**config.mk**
```make
export PLATFORM = sky130hd
export DESIGN_NAME = crf_regfile
export DESIGN_NICKNAME = d
export VERILOG_FILES = /design/src/crf_pkg.sv /design/src/crf_regfile.sv
export SDC_FILE = /design/constraint.sdc
export NUM_CORES = 2
export LEC_CHECK = 0
export ABC_AREA = 1
export BUFFER_PORTS_ARGS = -buffer_cell sky130_fd_sc_hd__buf_2
export CELL_PAD_IN_SITES_DETAIL_PLACEMENT = 1
export CELL_PAD_IN_SITES_GLOBAL_PLACEMENT = 2
export CORE_MARGIN = 1
export CORE_UTILIZATION = 33
export CTS_CLUSTER_DIAMETER = 30
export CTS_CLUSTER_SIZE = 24
export DETAILED_ROUTE_END_ITERATION = 8
export PLACE_DENSITY = 0.82
export RECOVER_POWER = 100
export REMOVE_ABC_BUFFERS = 1
export SYNTH_ARGS = -nofsm -noshare
export SYNTH_HDL_FRONTEND = slang
export SYNTH_SLANG_ARGS = --single-unit
export TNS_END_PERCENT = 5
```
**constraint.sdc**
```tcl
create_clock -name aclk -period 3.2 [get_ports aclk]
set_input_delay 0.64 -clock aclk [delete_from_list [all_inputs] [get_ports aclk]]
set_output_delay 0.64 -clock aclk [all_outputs]
set_load 0.1 [all_outputs]
```
**src/crf_pkg.sv**
```systemverilog
// package: register map, field layout and carriers of the core register file
`default_nettype none
package crf_pkg;
  localparam logic [6:0]  OFS_GPR0     = 7'h00; // r0..r13, ra, sp at 4*index
  localparam logic [6:0]  OFS_PSW      = 7'h40;
  localparam logic [6:0]  OFS_CFG      = 7'h44;
  localparam logic [6:0]  OFS_PC       = 7'h48;
  localparam logic [6:0]  OFS_ISP      = 7'h4c;
  localparam logic [6:0]  OFS_USP      = 7'h50;
  localparam logic [6:0]  OFS_DTB      = 7'h54;
  localparam logic [6:0]  OFS_STAT     = 7'h58;
  localparam logic [23:0] PC_RESET     = 24'h000000;
  localparam logic [15:0] PSW_RESET    = 16'h0200;
  localparam logic [15:0] PSW_WMASK    = 16'h0fef;
  localparam logic [15:0] CFG_WMASK    = 16'h0300;
  localparam int          SHORT_REGISTER_SELECT_BIT   = 9;
  localparam int          PSW_U_BIT    = 3;
  localparam logic [31:0] ISP_WMASK    = 32'h00fffffe;
  localparam logic [31:0] USP_LIMIT    = 32'h00ffffff;
  localparam logic [31:0] EXC_FRAME    = 32'h00000008;
  localparam logic [3:0]  WIDE_FIRST   = 4'hc;
  localparam logic [3:0]  NATIVE_LAST  = 4'hb;
  localparam logic [1:0]  RESP_OKAY    = 2'h0;
  localparam logic [1:0]  RESP_SLVERR  = 2'h2;

  typedef enum logic [1:0] {
    CRF_SZ_BYTE = 2'b00,
    CRF_SZ_WORD = 2'b01,
    CRF_SZ_PAIR = 2'b10
  } crf_size_e;

  typedef struct packed {
    logic      we;
    crf_size_e wsize;
    logic [3:0] widx;
    logic [31:0] wdata;
    crf_size_e rsize;
    logic [3:0] ridx;
  } crf_gpr_req_s;

  typedef struct packed {
    logic        entry;
    logic        ret;
    logic [23:0] ret_pc;
    logic [15:0] ret_psw;
  } crf_exc_req_s;

  typedef struct packed {
    logic        valid;
    logic [31:0] addr;
    logic [23:0] pc;
    logic [15:0] psw;
  } crf_exc_save_s;
endpackage : crf_pkg
`default_nettype wire

```
**src/crf_regfile.sv**
```systemverilog
// core register file with an AXI4-Lite window for software
//
// Local design decisions: the placing of the registers and register access over AXI4-Lite.
`default_nettype none
module crf_regfile
  import crf_pkg::*;
(
  input  wire logic          aclk,
  input  wire logic          aresetn,
  input  wire logic          warm_rst,
  input  wire crf_gpr_req_s  gpr_req,
  output logic [31:0]        gpr_rdata,
  input  wire logic          pc_load,
  input  wire logic [23:0]   pc_value,
  input  wire logic          psw_load,
  input  wire logic [15:0]   psw_value,
  input  wire crf_exc_req_s  exc_req,
  output crf_exc_save_s      exc_save,
  input  wire logic          stack_req,
  output logic [31:0]        stack_ptr,
  output logic               illegal_address_trap,
  output logic               short_register_select,
  output logic [23:0]        program_counter,
  output logic [31:0]        dispatch_table_base,
  input  wire logic [31:0]   s_axi_awaddr,
  input  wire logic          s_axi_awvalid,
  output logic               s_axi_awready,
  input  wire logic [31:0]   s_axi_wdata,
  input  wire logic [3:0]    s_axi_wstrb,
  input  wire logic          s_axi_wvalid,
  output logic               s_axi_wready,
  output logic [1:0]         s_axi_bresp,
  output logic               s_axi_bvalid,
  input  wire logic          s_axi_bready,
  input  wire logic [31:0]   s_axi_araddr,
  input  wire logic          s_axi_arvalid,
  output logic               s_axi_arready,
  output logic [31:0]        s_axi_rdata,
  output logic [1:0]         s_axi_rresp,
  output logic               s_axi_rvalid,
  input  wire logic          s_axi_rready
);

  function automatic logic [31:0] strb_merge(input logic [31:0] old,
                                             input logic [31:0] nw,
                                             input logic [3:0]  st);
    logic [31:0] r;
    r = old;
    for (int i = 0; i < 4; i++) begin
      if (st[i]) r[8*i +: 8] = nw[8*i +: 8];
    end
    return r;
  endfunction : strb_merge

  // low halves of all sixteen, upper halves only for r12..sp
  logic [15:0] gpr_lo_reg [16];
  logic [15:0] gpr_hi_reg [4];
  logic [15:0] psw_reg;
  logic [15:0] cfg_reg;
  logic [23:0] pc_reg;
  logic [31:0] isp_reg;
  logic [31:0] usp_reg;
  logic [31:0] dtb_reg;
  logic [7:0]  trap_cnt_reg;
  logic [31:0] rdata_reg;
  logic        trap_reg;
  crf_exc_save_s save_reg;

  logic        aw_held_reg;
  logic        w_held_reg;
  logic [6:0]  aw_addr_reg;
  logic [31:0] w_data_reg;
  logic [3:0]  w_strb_reg;
  logic        bvalid_reg;
  logic [1:0]  bresp_reg;
  logic        rvalid_reg;
  logic [1:0]  rresp_reg;
  logic [31:0] axi_rdata_reg;

  wire logic sr_mode   = cfg_reg[SHORT_REGISTER_SELECT_BIT];
  wire logic user_mode = psw_reg[PSW_U_BIT];

  // full 32-bit view of every register: wide ones carry their upper half;
  // a process, not a function, so readers follow stores to any element
  logic [31:0] gpr_view [16];
  always_comb begin
    for (int i = 0; i < 16; i++) begin
      gpr_view[i] = {16'h0000, gpr_lo_reg[i]};
      if (4'(i) >= WIDE_FIRST) gpr_view[i][31:16] = gpr_hi_reg[i[1:0]];
    end
  end

  // pair view depends on scheme; native r12..sp are single wide registers
  function automatic logic pair_splits(input logic [3:0] i, input logic sr);
    return (sr && i != 4'hf) || (!sr && i <= NATIVE_LAST);
  endfunction : pair_splits

  wire logic        rd_split  = pair_splits(gpr_req.ridx, sr_mode);
  wire logic [3:0]  rnext_idx = gpr_req.ridx + 4'h1;
  wire logic [31:0] rd_pair   = rd_split ? {gpr_lo_reg[rnext_idx], gpr_lo_reg[gpr_req.ridx]} :
                                           gpr_view[gpr_req.ridx];
  wire logic [31:0] rd_sel =
    (gpr_req.rsize == CRF_SZ_BYTE) ? {24'h000000, gpr_lo_reg[gpr_req.ridx][7:0]} :
    (gpr_req.rsize == CRF_SZ_WORD) ? {16'h0000, gpr_lo_reg[gpr_req.ridx]} :
    rd_pair;

  wire logic       pair_split = pair_splits(gpr_req.widx, sr_mode);
  wire logic [3:0] wnext_idx  = gpr_req.widx + 4'h1;
  wire logic       wide_w     = gpr_req.widx >= WIDE_FIRST;

  // stack selection and the user stack range check
  wire logic [31:0] sup_sp   = gpr_view[4'hf];
  wire logic [31:0] act_sp   = user_mode ? usp_reg : sup_sp;
  wire logic        usp_bad  = stack_req && user_mode && (usp_reg > USP_LIMIT);
  wire logic [31:0] isp_push = (isp_reg - EXC_FRAME) & ISP_WMASK;
  wire logic [31:0] isp_pop  = (isp_reg + EXC_FRAME) & ISP_WMASK;

  // AXI decode
  wire logic        axi_wr_go  = aw_held_reg && w_held_reg && !bvalid_reg;
  wire logic [4:0]  wr_word    = aw_addr_reg[6:2];
  wire logic        wr_gpr     = aw_addr_reg < OFS_PSW;
  wire logic        wr_hit     = aw_addr_reg <= OFS_DTB;
  wire logic [3:0]  wr_gidx    = wr_word[3:0];
  wire logic [31:0] wr_old     = wr_gpr ? gpr_view[wr_gidx] :
                                 (aw_addr_reg == OFS_PSW) ? {16'h0000, psw_reg} :
                                 (aw_addr_reg == OFS_CFG) ? {16'h0000, cfg_reg} :
                                 (aw_addr_reg == OFS_PC)  ? {8'h00, pc_reg} :
                                 (aw_addr_reg == OFS_ISP) ? isp_reg :
                                 (aw_addr_reg == OFS_USP) ? usp_reg : dtb_reg;
  wire logic [31:0] wr_val     = strb_merge(wr_old, w_data_reg, w_strb_reg);
  wire logic [6:0]  ar_ofs     = s_axi_araddr[6:0];
  wire logic        ar_hit     = (s_axi_araddr[31:7] == 25'h0) && (ar_ofs <= OFS_STAT);
  wire logic [31:0] ar_val     =
    (ar_ofs < OFS_PSW)   ? gpr_view[ar_ofs[5:2]] :
    (ar_ofs == OFS_PSW)  ? {16'h0000, psw_reg} :
    (ar_ofs == OFS_CFG)  ? {16'h0000, cfg_reg} :
    (ar_ofs == OFS_PC)   ? {8'h00, pc_reg} :
    (ar_ofs == OFS_ISP)  ? isp_reg :
    (ar_ofs == OFS_USP)  ? usp_reg :
    (ar_ofs == OFS_DTB)  ? dtb_reg :
    {22'h000000, sr_mode, user_mode, trap_cnt_reg};

  assign s_axi_awready = !aw_held_reg;
  assign s_axi_wready  = !w_held_reg;
  assign s_axi_bvalid  = bvalid_reg;
  assign s_axi_bresp   = bresp_reg;
  assign s_axi_arready = !rvalid_reg;
  assign s_axi_rvalid  = rvalid_reg;
  assign s_axi_rresp   = rresp_reg;
  assign s_axi_rdata   = axi_rdata_reg;
  assign gpr_rdata     = rdata_reg;
  assign stack_ptr     = act_sp;
  assign illegal_address_trap = trap_reg;
  assign short_register_select = sr_mode;
  assign program_counter = pc_reg;
  assign dispatch_table_base = dtb_reg;
  assign exc_save      = save_reg;

  // AXI channel bookkeeping; address and data may arrive in either order
  always_ff @(posedge aclk) begin
    if (!aresetn) begin
      aw_held_reg <= 1'b0;
      w_held_reg  <= 1'b0;
      aw_addr_reg <= 7'h00;
      w_data_reg  <= 32'h00000000;
      w_strb_reg  <= 4'h0;
      bvalid_reg  <= 1'b0;
      bresp_reg   <= RESP_OKAY;
    end else begin
      if (s_axi_awvalid && !aw_held_reg) begin
        aw_held_reg <= 1'b1;
        aw_addr_reg <= (s_axi_awaddr[31:7] == 25'h0) ? s_axi_awaddr[6:0] : 7'h7f;
      end
      if (s_axi_wvalid && !w_held_reg) begin
        w_held_reg <= 1'b1;
        w_data_reg <= s_axi_wdata;
        w_strb_reg <= s_axi_wstrb;
      end
      if (axi_wr_go) begin
        bvalid_reg  <= 1'b1;
        bresp_reg   <= wr_hit ? RESP_OKAY : RESP_SLVERR;
      end else if (bvalid_reg && s_axi_bready) begin
        bvalid_reg  <= 1'b0;
        aw_held_reg <= 1'b0;
        w_held_reg  <= 1'b0;
      end
    end
  end

  always_ff @(posedge aclk) begin
    if (!aresetn) begin
      rvalid_reg    <= 1'b0;
      rresp_reg     <= RESP_OKAY;
      axi_rdata_reg <= 32'h00000000;
    end else if (s_axi_arvalid && !rvalid_reg) begin
      rvalid_reg    <= 1'b1;
      rresp_reg     <= ar_hit ? RESP_OKAY : RESP_SLVERR;
      axi_rdata_reg <= ar_hit ? ar_val : 32'h00000000;
    end else if (rvalid_reg && s_axi_rready) begin
      rvalid_reg    <= 1'b0;
    end
  end

  // general registers: later assignments win, so core beats software
  // and warm reset beats both
  always_ff @(posedge aclk) begin
    if (!aresetn) begin
      for (int i = 0; i < 16; i++) gpr_lo_reg[i] <= 16'h0000;
      for (int i = 0; i < 4; i++) gpr_hi_reg[i] <= 16'h0000;
    end else begin
      if (axi_wr_go && wr_gpr) begin
        gpr_lo_reg[wr_gidx] <= wr_val[15:0];
        if (wr_gidx >= WIDE_FIRST) gpr_hi_reg[wr_gidx[1:0]] <= wr_val[31:16];
      end
      if (gpr_req.we) begin
        case (gpr_req.wsize)
          CRF_SZ_BYTE: gpr_lo_reg[gpr_req.widx][7:0] <= gpr_req.wdata[7:0];
          CRF_SZ_WORD: gpr_lo_reg[gpr_req.widx] <= gpr_req.wdata[15:0];
          CRF_SZ_PAIR: begin
            gpr_lo_reg[gpr_req.widx] <= gpr_req.wdata[15:0];
            if (pair_split) gpr_lo_reg[wnext_idx] <= gpr_req.wdata[31:16];
            else if (wide_w) gpr_hi_reg[gpr_req.widx[1:0]] <= gpr_req.wdata[31:16];
          end
          default: ;
        endcase
      end
      if (warm_rst) begin
        gpr_lo_reg[0] <= pc_reg[15:0];
        gpr_lo_reg[1] <= {8'h00, pc_reg[23:16]};
        gpr_lo_reg[2] <= psw_reg;
      end
    end
  end

  // dedicated registers, status and configuration
  always_ff @(posedge aclk) begin
    if (!aresetn) begin
      pc_reg  <= PC_RESET;
      psw_reg <= PSW_RESET;
      cfg_reg <= 16'h0000;
      isp_reg <= 32'h00000000;
      usp_reg <= 32'h00000000;
      dtb_reg <= 32'h00000000;
    end else begin
      if (axi_wr_go) begin
        case (aw_addr_reg)
          OFS_PSW: psw_reg <= wr_val[15:0] & PSW_WMASK;
          OFS_CFG: cfg_reg <= wr_val[15:0] & CFG_WMASK;
          OFS_PC:  pc_reg  <= {wr_val[23:1], 1'b0};
          OFS_ISP: isp_reg <= wr_val & ISP_WMASK;
          OFS_USP: usp_reg <= wr_val;
          OFS_DTB: dtb_reg <= wr_val;
          default: ;
        endcase
      end
      if (pc_load) pc_reg <= {pc_value[23:1], 1'b0};
      if (psw_load) psw_reg <= psw_value & PSW_WMASK;
      if (exc_req.entry) begin
        isp_reg <= isp_push;
        psw_reg[PSW_U_BIT] <= 1'b0;
      end else if (exc_req.ret) begin
        isp_reg <= isp_pop;
        pc_reg  <= {exc_req.ret_pc[23:1], 1'b0};
        psw_reg <= exc_req.ret_psw & PSW_WMASK;
      end
      if (warm_rst) begin
        pc_reg  <= PC_RESET;
        psw_reg <= PSW_RESET;
        cfg_reg <= 16'h0000;
      end
    end
  end

  // core read data, exception frame and trap outputs
  always_ff @(posedge aclk) begin
    if (!aresetn) begin
      rdata_reg    <= 32'h00000000;
      trap_reg     <= 1'b0;
      trap_cnt_reg <= 8'h00;
      save_reg     <= '0;
    end else begin
      rdata_reg <= rd_sel;
      trap_reg  <= usp_bad;
      if (usp_bad) trap_cnt_reg <= trap_cnt_reg + 8'h01;
      save_reg.valid <= exc_req.entry;
      if (exc_req.entry) begin
        save_reg.addr <= isp_push;
        save_reg.pc   <= pc_reg;
        save_reg.psw  <= psw_reg;
      end
    end
  end

  AST_PC_EVEN: assert property (@(posedge aclk) disable iff (!aresetn)
    pc_reg[0] == 1'b0) else $error("program counter odd");
  AST_ISP_MASK: assert property (@(posedge aclk) disable iff (!aresetn)
    (isp_reg & ~ISP_WMASK) == 32'h0) else $error("isp reserved bits set");
  AST_TRAP: assert property (@(posedge aclk) disable iff (!aresetn)
    stack_req && user_mode && usp_reg > USP_LIMIT |=> illegal_address_trap)
    else $error("user stack trap missed");
  AST_NO_TRAP: assert property (@(posedge aclk) disable iff (!aresetn)
    !stack_req || !user_mode |=> !illegal_address_trap)
    else $error("spurious trap");
  AST_WARM: assert property (@(posedge aclk) disable iff (!aresetn)
    warm_rst |=> gpr_lo_reg[0] == $past(pc_reg[15:0]) && pc_reg == PC_RESET)
    else $error("warm reset copy wrong");
  AST_WARM_HI: assert property (@(posedge aclk) disable iff (!aresetn)
    warm_rst |=> gpr_lo_reg[1] == {8'h00, $past(pc_reg[23:16])})
    else $error("warm reset upper copy wrong");
  AST_CFG_RST: assert property (@(posedge aclk)
    !aresetn |=> cfg_reg == 16'h0000) else $error("config not cleared");
  AST_CFG_WARM: assert property (@(posedge aclk) disable iff (!aresetn)
    warm_rst |=> !short_register_select) else $error("config kept over warm reset");
  AST_PUSH: assert property (@(posedge aclk) disable iff (!aresetn)
    exc_req.entry && !warm_rst |=> exc_save.valid && isp_reg == exc_save.addr)
    else $error("exception push wrong");
  AST_POP: assert property (@(posedge aclk) disable iff (!aresetn)
    exc_req.ret && !exc_req.entry && !warm_rst
    |=> isp_reg == (($past(isp_reg) + EXC_FRAME) & ISP_WMASK))
    else $error("exception pop wrong");
  AST_USER_CLR: assert property (@(posedge aclk) disable iff (!aresetn)
    exc_req.entry && !warm_rst |=> !user_mode) else $error("exception left user mode");
  AST_PC_LOAD: assert property (@(posedge aclk) disable iff (!aresetn)
    pc_load && !exc_req.ret && !warm_rst |=> pc_reg == {$past(pc_value[23:1]), 1'b0})
    else $error("program counter load wrong");
  AST_BYTE: assert property (@(posedge aclk) disable iff (!aresetn)
    gpr_req.we && gpr_req.wsize == CRF_SZ_BYTE && !warm_rst && !axi_wr_go
    |=> gpr_lo_reg[$past(gpr_req.widx)][15:8] == $past(gpr_lo_reg[gpr_req.widx][15:8]))
    else $error("byte write touched upper byte");
  AST_SR_PAIR: assert property (@(posedge aclk) disable iff (!aresetn)
    gpr_req.rsize == CRF_SZ_PAIR && sr_mode && gpr_req.ridx != 4'hf
    |=> gpr_rdata == {$past(gpr_lo_reg[rnext_idx]), $past(gpr_lo_reg[gpr_req.ridx])})
    else $error("short pair read wrong");
  AST_WIDE_READ: assert property (@(posedge aclk) disable iff (!aresetn)
    gpr_req.rsize == CRF_SZ_PAIR && !sr_mode && gpr_req.ridx >= WIDE_FIRST
    |=> gpr_rdata == {$past(gpr_hi_reg[gpr_req.ridx[1:0]]), $past(gpr_lo_reg[gpr_req.ridx])})
    else $error("wide register read wrong");
  AST_DTB_KEEP: assert property (@(posedge aclk) disable iff (!aresetn)
    axi_wr_go && aw_addr_reg == OFS_DTB && w_strb_reg == 4'hf
    |=> dispatch_table_base == $past(w_data_reg)) else $error("dispatch base altered");
  AST_RVALID: assert property (@(posedge aclk) disable iff (!aresetn)
    s_axi_rvalid && !s_axi_rready |=> s_axi_rvalid && $stable(s_axi_rdata))
    else $error("read answer dropped");
  AST_BRESP: assert property (@(posedge aclk) disable iff (!aresetn)
    s_axi_bvalid && !s_axi_bready |=> s_axi_bvalid && $stable(s_axi_bresp))
    else $error("write answer dropped");

endmodule : crf_regfile
`default_nettype wire

```
# [Word level (Yosys, flattened, before mapping)]
# Memory sizes are Yosys's and may differ from the RTL's.
# Index checks and enable logic that the tools add are counted.
# W data, S select, Z words.
[totals] reg_bits=317 latch_bits=0 ramBits=320 mem_bits_ro=0 in_bits=238 elab_cells=299 n_memories=2
[mem_list] name="gpr_lo_reg" words=16 width=16 read_ports=18 rd_ports_with_merged_regs=0 wr=16 line="crf_regfile.sv:56" text="logic [15:0] gpr_lo_reg [16];"
[mem_list] name="gpr_hi_reg" words=4 width=16 read_ports=4 rd_ports_with_merged_regs=0 wr=4 line="crf_regfile.sv:57" text="logic [15:0] gpr_hi_reg [4];"
[classes] add_sub_neg=5 multipliers=0 div=0 order_cmp=12 eq_ne=31 shifts=0 n_mux=115 bitwise=62 n_reduce_logical=46
[op_table] cell="$mux W32" count=22
[op_table] cell="$bmux W32 S4" count=3
[op_table] cell="$mux W24" count=9
[op_table] cell="$mux W16" count=13
[op_table] cell="$eq A7 B7 Y1 const B" count=12
[op_table] cell="$reduce_or A16 Y1" count=5
[op_table] cell="$mux W8" count=9
[op_table] cell="$eq A4 B4 Y1 const B" count=14
[op_table] cell="$logic_not A25 Y1" count=2
[op_table] cell="$mux W1" count=48
[op_table] cell="$and A1 B1 Y1" count=33
[op_table] cell="$gt A32 B24 Y1 const B" count=1
[op_table] cell="$add A24 B4 Y24 const B" count=1
[op_table] cell="$sub A24 B4 Y24 const B" count=1
[op_table] cell="$not A1 Y1" count=18
[op_table] cell="$ge A5 B5 Y1 const B" count=3
[op_table] cell="$logic_and A1 B1 Y1" count=15
[op_table] cell="$not A4 Y5" count=3
[op_table] cell="$le A7 B7 Y1 const B" count=2
[op_table] cell="$lt A7 B7 Y1 const B" count=2
[op_table] cell="$mux W12" count=1
[op_table] cell="$mux W4" count=3
[op_table] cell="$reduce_bool A3 Y1" count=4
[op_table] cell="$mux W2" count=5
[op_table] cell="18 further kinds" count=42

# [Depth between registers and ports, before layout]
[depth] depth_word=13 depth_mapped=18 ltp_nobuf=16

# [Least setup slack after synthesis]
# OpenSTA, ideal clock, no wires.
[synth_timing] path_type="reg2out" startpoint="register psw_reg[3]" endpoint="output port stack_ptr[0]" t_arrival_ps=2657 required_ps=2560 slack_ps=-97 path_stages_with_launch=3 path_buffers=1 path_cell_list="dfxtp_1 > clkbuf_1 > o21ai_0"
[synth_via] elab_chain_cells=1
[synth_rtl] item="from (decl)" line="crf_regfile.sv:58" text="logic [15:0] psw_reg;"
[synth_rtl] item="from (signal assigned)" line="crf_regfile.sv:247" text="OFS_PSW: psw_reg <= wr_val[15:0] & PSW_WMASK;"
[synth_rtl] item="from (signal assigned)" line="crf_regfile.sv:257" text="if (psw_load) psw_reg <= psw_value & PSW_WMASK;"
[synth_rtl] item="from (signal assigned)" line="crf_regfile.sv:264" text="psw_reg <= exc_req.ret_psw & PSW_WMASK;"
[synth_rtl] item="$mux W32" line="crf_regfile.sv:113" text="wire logic [31:0] act_sp = user_mode ? usp_reg : sup_sp;"
[synth_rtl] item="to (decl)" line="crf_regfile.sv:20" text="output logic [31:0] stack_ptr,"
# Every way passes these cells.

# [Final worst setup path]
[layout_timing] startpoint="register psw_reg[3]" endpoint="output port stack_ptr[6]"
# The elaborated chain is that of the path after synthesis.

==> results by group <==
STA
  • Worst slew pin tran: 2.10 ns
  • Clock Skew: 0.0762 ns
  • Final min period: 3.23 ns
  • Relative slew slack: -39.9%
  • Setup TNS: -0.0438 ns
  • Fin Hold WS: 0.0324 ns
  • Final WS setup: -0.0314 ns
  • Max Clock Freq: 0.309 GHz
  • Unrepaired setup endpoints after global routing: no
  • Final period util: 101%
  • Setup-failing EPs final: 2
  • Final count of pins violating max slew: 232
  • Final Hold Fails: 0

Global routing
  • Overflow after GRT: 0
  • First-pass GRT wire length: 372000 um
  • Initial antenna violation count: 10
  • GRT Total Usage: 38.8%
  • Vias in the first global route: 52000
  • Largest net degree at the start of global routing: 99

Run status
  • Run status: finished, violations left
  • Failing checks: max-capacitance violations, max-slew violations, negative setup slack

Worst setup path
  • Critical-path cell list: buf_12, o21ai_0, clkbuf_2
  • Worst EP arrival: 2.59 ns
  • Internal reg-to-reg setup slack: 0.01 ns
  • CP Launch Type: register
  • Worst setup EP type: output pin
  • WS Path Type: register to output pin
  • Buffers & Inverters on Critical Path: 2
  • Delay-heaviest family, CP: buffers and inverters
  • Critical path required time: 2.56 ns
  • CP max FO: 39
  • Slowest CP cell: clkbuf_2
  • CP peak stage delay: 0.56 ns

Yosys
  • EDFF count, synth: 320
  • Syn avg cell area: 6.62 um^2
  • Main synth FF type: edfxtp_1
  • Post-Synthesis Cells: 6477
  • Register area share after synthesis: 37.1%
  • Ys Warns: 0
  • Async SR Flop Fraction: 0%
  • Seq cells post-synth: 635
  • Cell Area, Synth: 0.0429 mm^2
  • Synth cell types: 49

Pwr
  • Comb pwr share: 17.7%
  • Clock power frac: 55.3%
  • LEAKAGE: 0.0230 uW
  • Sequential Power Share: 27.0%
  • NetSw: 11300 uW
  • Sw Ratio: 32.5%
  • Pint: 23500 uW
  • Cell area power density: 631 mW/mm^2
  • Pwr Total: 34800 uW
  • Worst vdd ir: 470 uV

Clocking
  • CTS H-Tree Depth: 4
  • Worst skew pair latency: 0.84 ns
  • Clock root cell: clkbuf_16
  • Total setup buffers inserted after CTS: 0
  • CTS tree: built
  • CTS Sinks: 635
  • CTS Buf Count: 184
  • Clk slew on worst S/H paths: 0.05 ns
  • Max clock buf depth: 3

Route
  • Drt drc: 0
  • Routed vias/inst: 5.99
  • WL/cell: 29.4 um
  • Drt first pass iters: 6
  • Via count: 53500
  • Post-Route WL: 263000 um
  • Starting DRT DRC Count: 6473
  • DRT antenna net count: 0

Final layout
  • Largest register FFs: 256
  • Reg area: 0.0159 mm^2
  • Fin nets: 7288
  • Layout cell share with drive strength beyond 1: 14.2%
  • Final Instance Area: 0.0551 mm^2
  • FILL cells: 16400
  • Multi-input gate area: 0.0227 mm^2
  • Area Growth Syn to Fin: 28.6%

Floorplanning
  • # rows: 131
  • Die W: 362 um
  • CORE AREA: 0.128 mm^2
  • Area of the die: 0.131 mm^2
  • Height of the die: 362 um
  • Top Ports: 474
  • Starting Density: 33.4%

Placement
  • DP Area: 0.0491 mm^2
  • GPL Wtd Cong: 0.999
  • IO Port Bufs: 450
  • HPWL Detailed: 197000 um
  • Dpl ws: -0.0163 ns

Flow run
  • Max-Cap Viols: 5

Worst hold path
  • Hold Crit Class: input pin to register
[power by group through the flow]
stage | clock, uW | sequential [uW] | combinational (uW)
after floorplan | 0 | 10000 | 2310
after global placement | 0 | 9480 | 5980
after detailed placement | 0 | 9480 | 6050
after CTS | 19300 | 9360 | 6100
after global routing | 19700 | 9400 | 6350
final | 19200 | 9390 | 6160
[timing repair]
action	4_1_cts	5_1_grt
hold buffers	9	0
endpoints found under the setup margin	26	31
endpoints found under the hold margin	9	0
gates resized for setup	14	6
[synth_stat cells (22+ instances only)]
library cell,count,area [um^2]
a22oi_1,34,255
nand4_1,34,213
o21ai_0,906,4530
buf_4,33,248
o211ai_1,76,571
clkinv_1,22,82.6
nand2_1,1211,4550
nor3_1,38,190
inv_1,556,2090
o22ai_1,117,732
clkbuf_1,364,1370
a21oi_1,1051,5260
nand3_1,358,1790
nor2_1,653,2450
buf_2,51,255
o221ai_1,37,324
dfxtp_1,315,6310
edfxtp_1,320,9610
buf_1,49,184
a31oi_1,50,313
[metrics by stage]
stage | instances | utilization (%)
after floorplan | 5982 | -
after global placement | 8580 | 38.3
after detailed placement | 8580 | 38.3
after CTS | 8934 | 43.5
after global routing | 8935 | 43.0
final | 8938 | 43.0
[area by class of cell]
type	count	share of cell area (%)
multi-input combinational	4759	41.2
sequential	635	28.9
timing repair buffer	878	10.1
clock buffer	239	9.34
inverter	588	4.02
tap	1729	3.93
clock inverter	106	2.51
antenna	4	0.0182
[final timing paths]
kind,startpoint,to,cells past startpoint
max,psw_reg[3],stack_ptr[6],3
min,s_axi_wdata[30],w_data_reg[30],3
max reg2reg,aw_addr_reg[3],gpr_lo_reg[5][14],15
min reg2reg,w_data_reg[9],w_data_reg[9],2
[layout by cell type (no fill, tap or decap), types with 10 or more instances in the layout]
| cell | Yosys | layout |
|---|---|---|
| a21oi_1 | 1051 | 1051 |
| a221oi_1 | 17 | 17 |
| a22oi_1 | 34 | 34 |
| a31oi_1 | 50 | 50 |
| buf_12 | 0 | 36 |
| buf_2 | 51 | 223 |
| buf_4 | 33 | 316 |
| bufinv_16 | 0 | 23 |
| clkbuf_1 | 364 | 246 |
| clkbuf_16 | 0 | 190 |
| clkbuf_2 | 0 | 57 |
| clkbuf_4 | 0 | 13 |
| clkbuf_8 | 0 | 21 |
| clkinv_1 | 22 | 34 |
| clkinv_2 | 0 | 43 |
| conb_1 | 1 | 11 |
| dfxtp_1 | 315 | 312 |
| edfxtp_1 | 320 | 320 |
| inv_1 | 556 | 555 |
| inv_2 | 10 | 10 |
| nand2_1 | 1211 | 1216 |
| nand2_2 | 18 | 12 |
| nand3_1 | 358 | 358 |
| nand4_1 | 34 | 34 |
| nor2_1 | 653 | 644 |
| nor2_2 | 11 | 13 |
| nor2_4 | 3 | 10 |
| nor3_1 | 38 | 38 |
| nor4_1 | 17 | 17 |
| o2111ai_1 | 21 | 21 |
| o211ai_1 | 76 | 76 |
| o21a_1 | 13 | 13 |
| o21ai_0 | 906 | 910 |
| o21bai_1 | 13 | 13 |
| o221ai_1 | 37 | 37 |
| o22ai_1 | 117 | 117 |
| or2_2 | 10 | 10 |
| xor2_1 | 16 | 16 |
[worst min-delay path, delay by kind of cell]
kind / cells / cell delay (ns)
buffers and inverters: 1 / 0.07
and+or+nand+nor: 2 / 0.12
[layer usage]
layer | routed length (um) | part of all wire (%) | global-route usage (%) | up-vias
li1 | - | - | - | 23400
met1 | 107000 | 41 | 51.1 | 26400
met2 | 113000 | 43 | 58.4 | 3105
met3 | 26600 | 10 | 7.92 | 658
met4 | 16900 | 6.4 | 23.4 | 8
met5 | 53 | 0.020 | 0 | -
[logic make-up (layout without fill, tap and decap cells)]
group / Yosys count / in the layout / synth area share [%]
other cells: 1 / 15 / 0.00875
flops: 635 / 635 / 37.1
simple gates: 2373 / 2373 / 22.7
xor+xnor: 17 / 17 / 0.347
fa+ha+maj: 4 / 4 / 0.117
compound gates: 2354 / 2354 / 29.5
buf+inv: 1093 / 1811 / 10.2
Note: power is estimated with default switching activity, not from simulation.
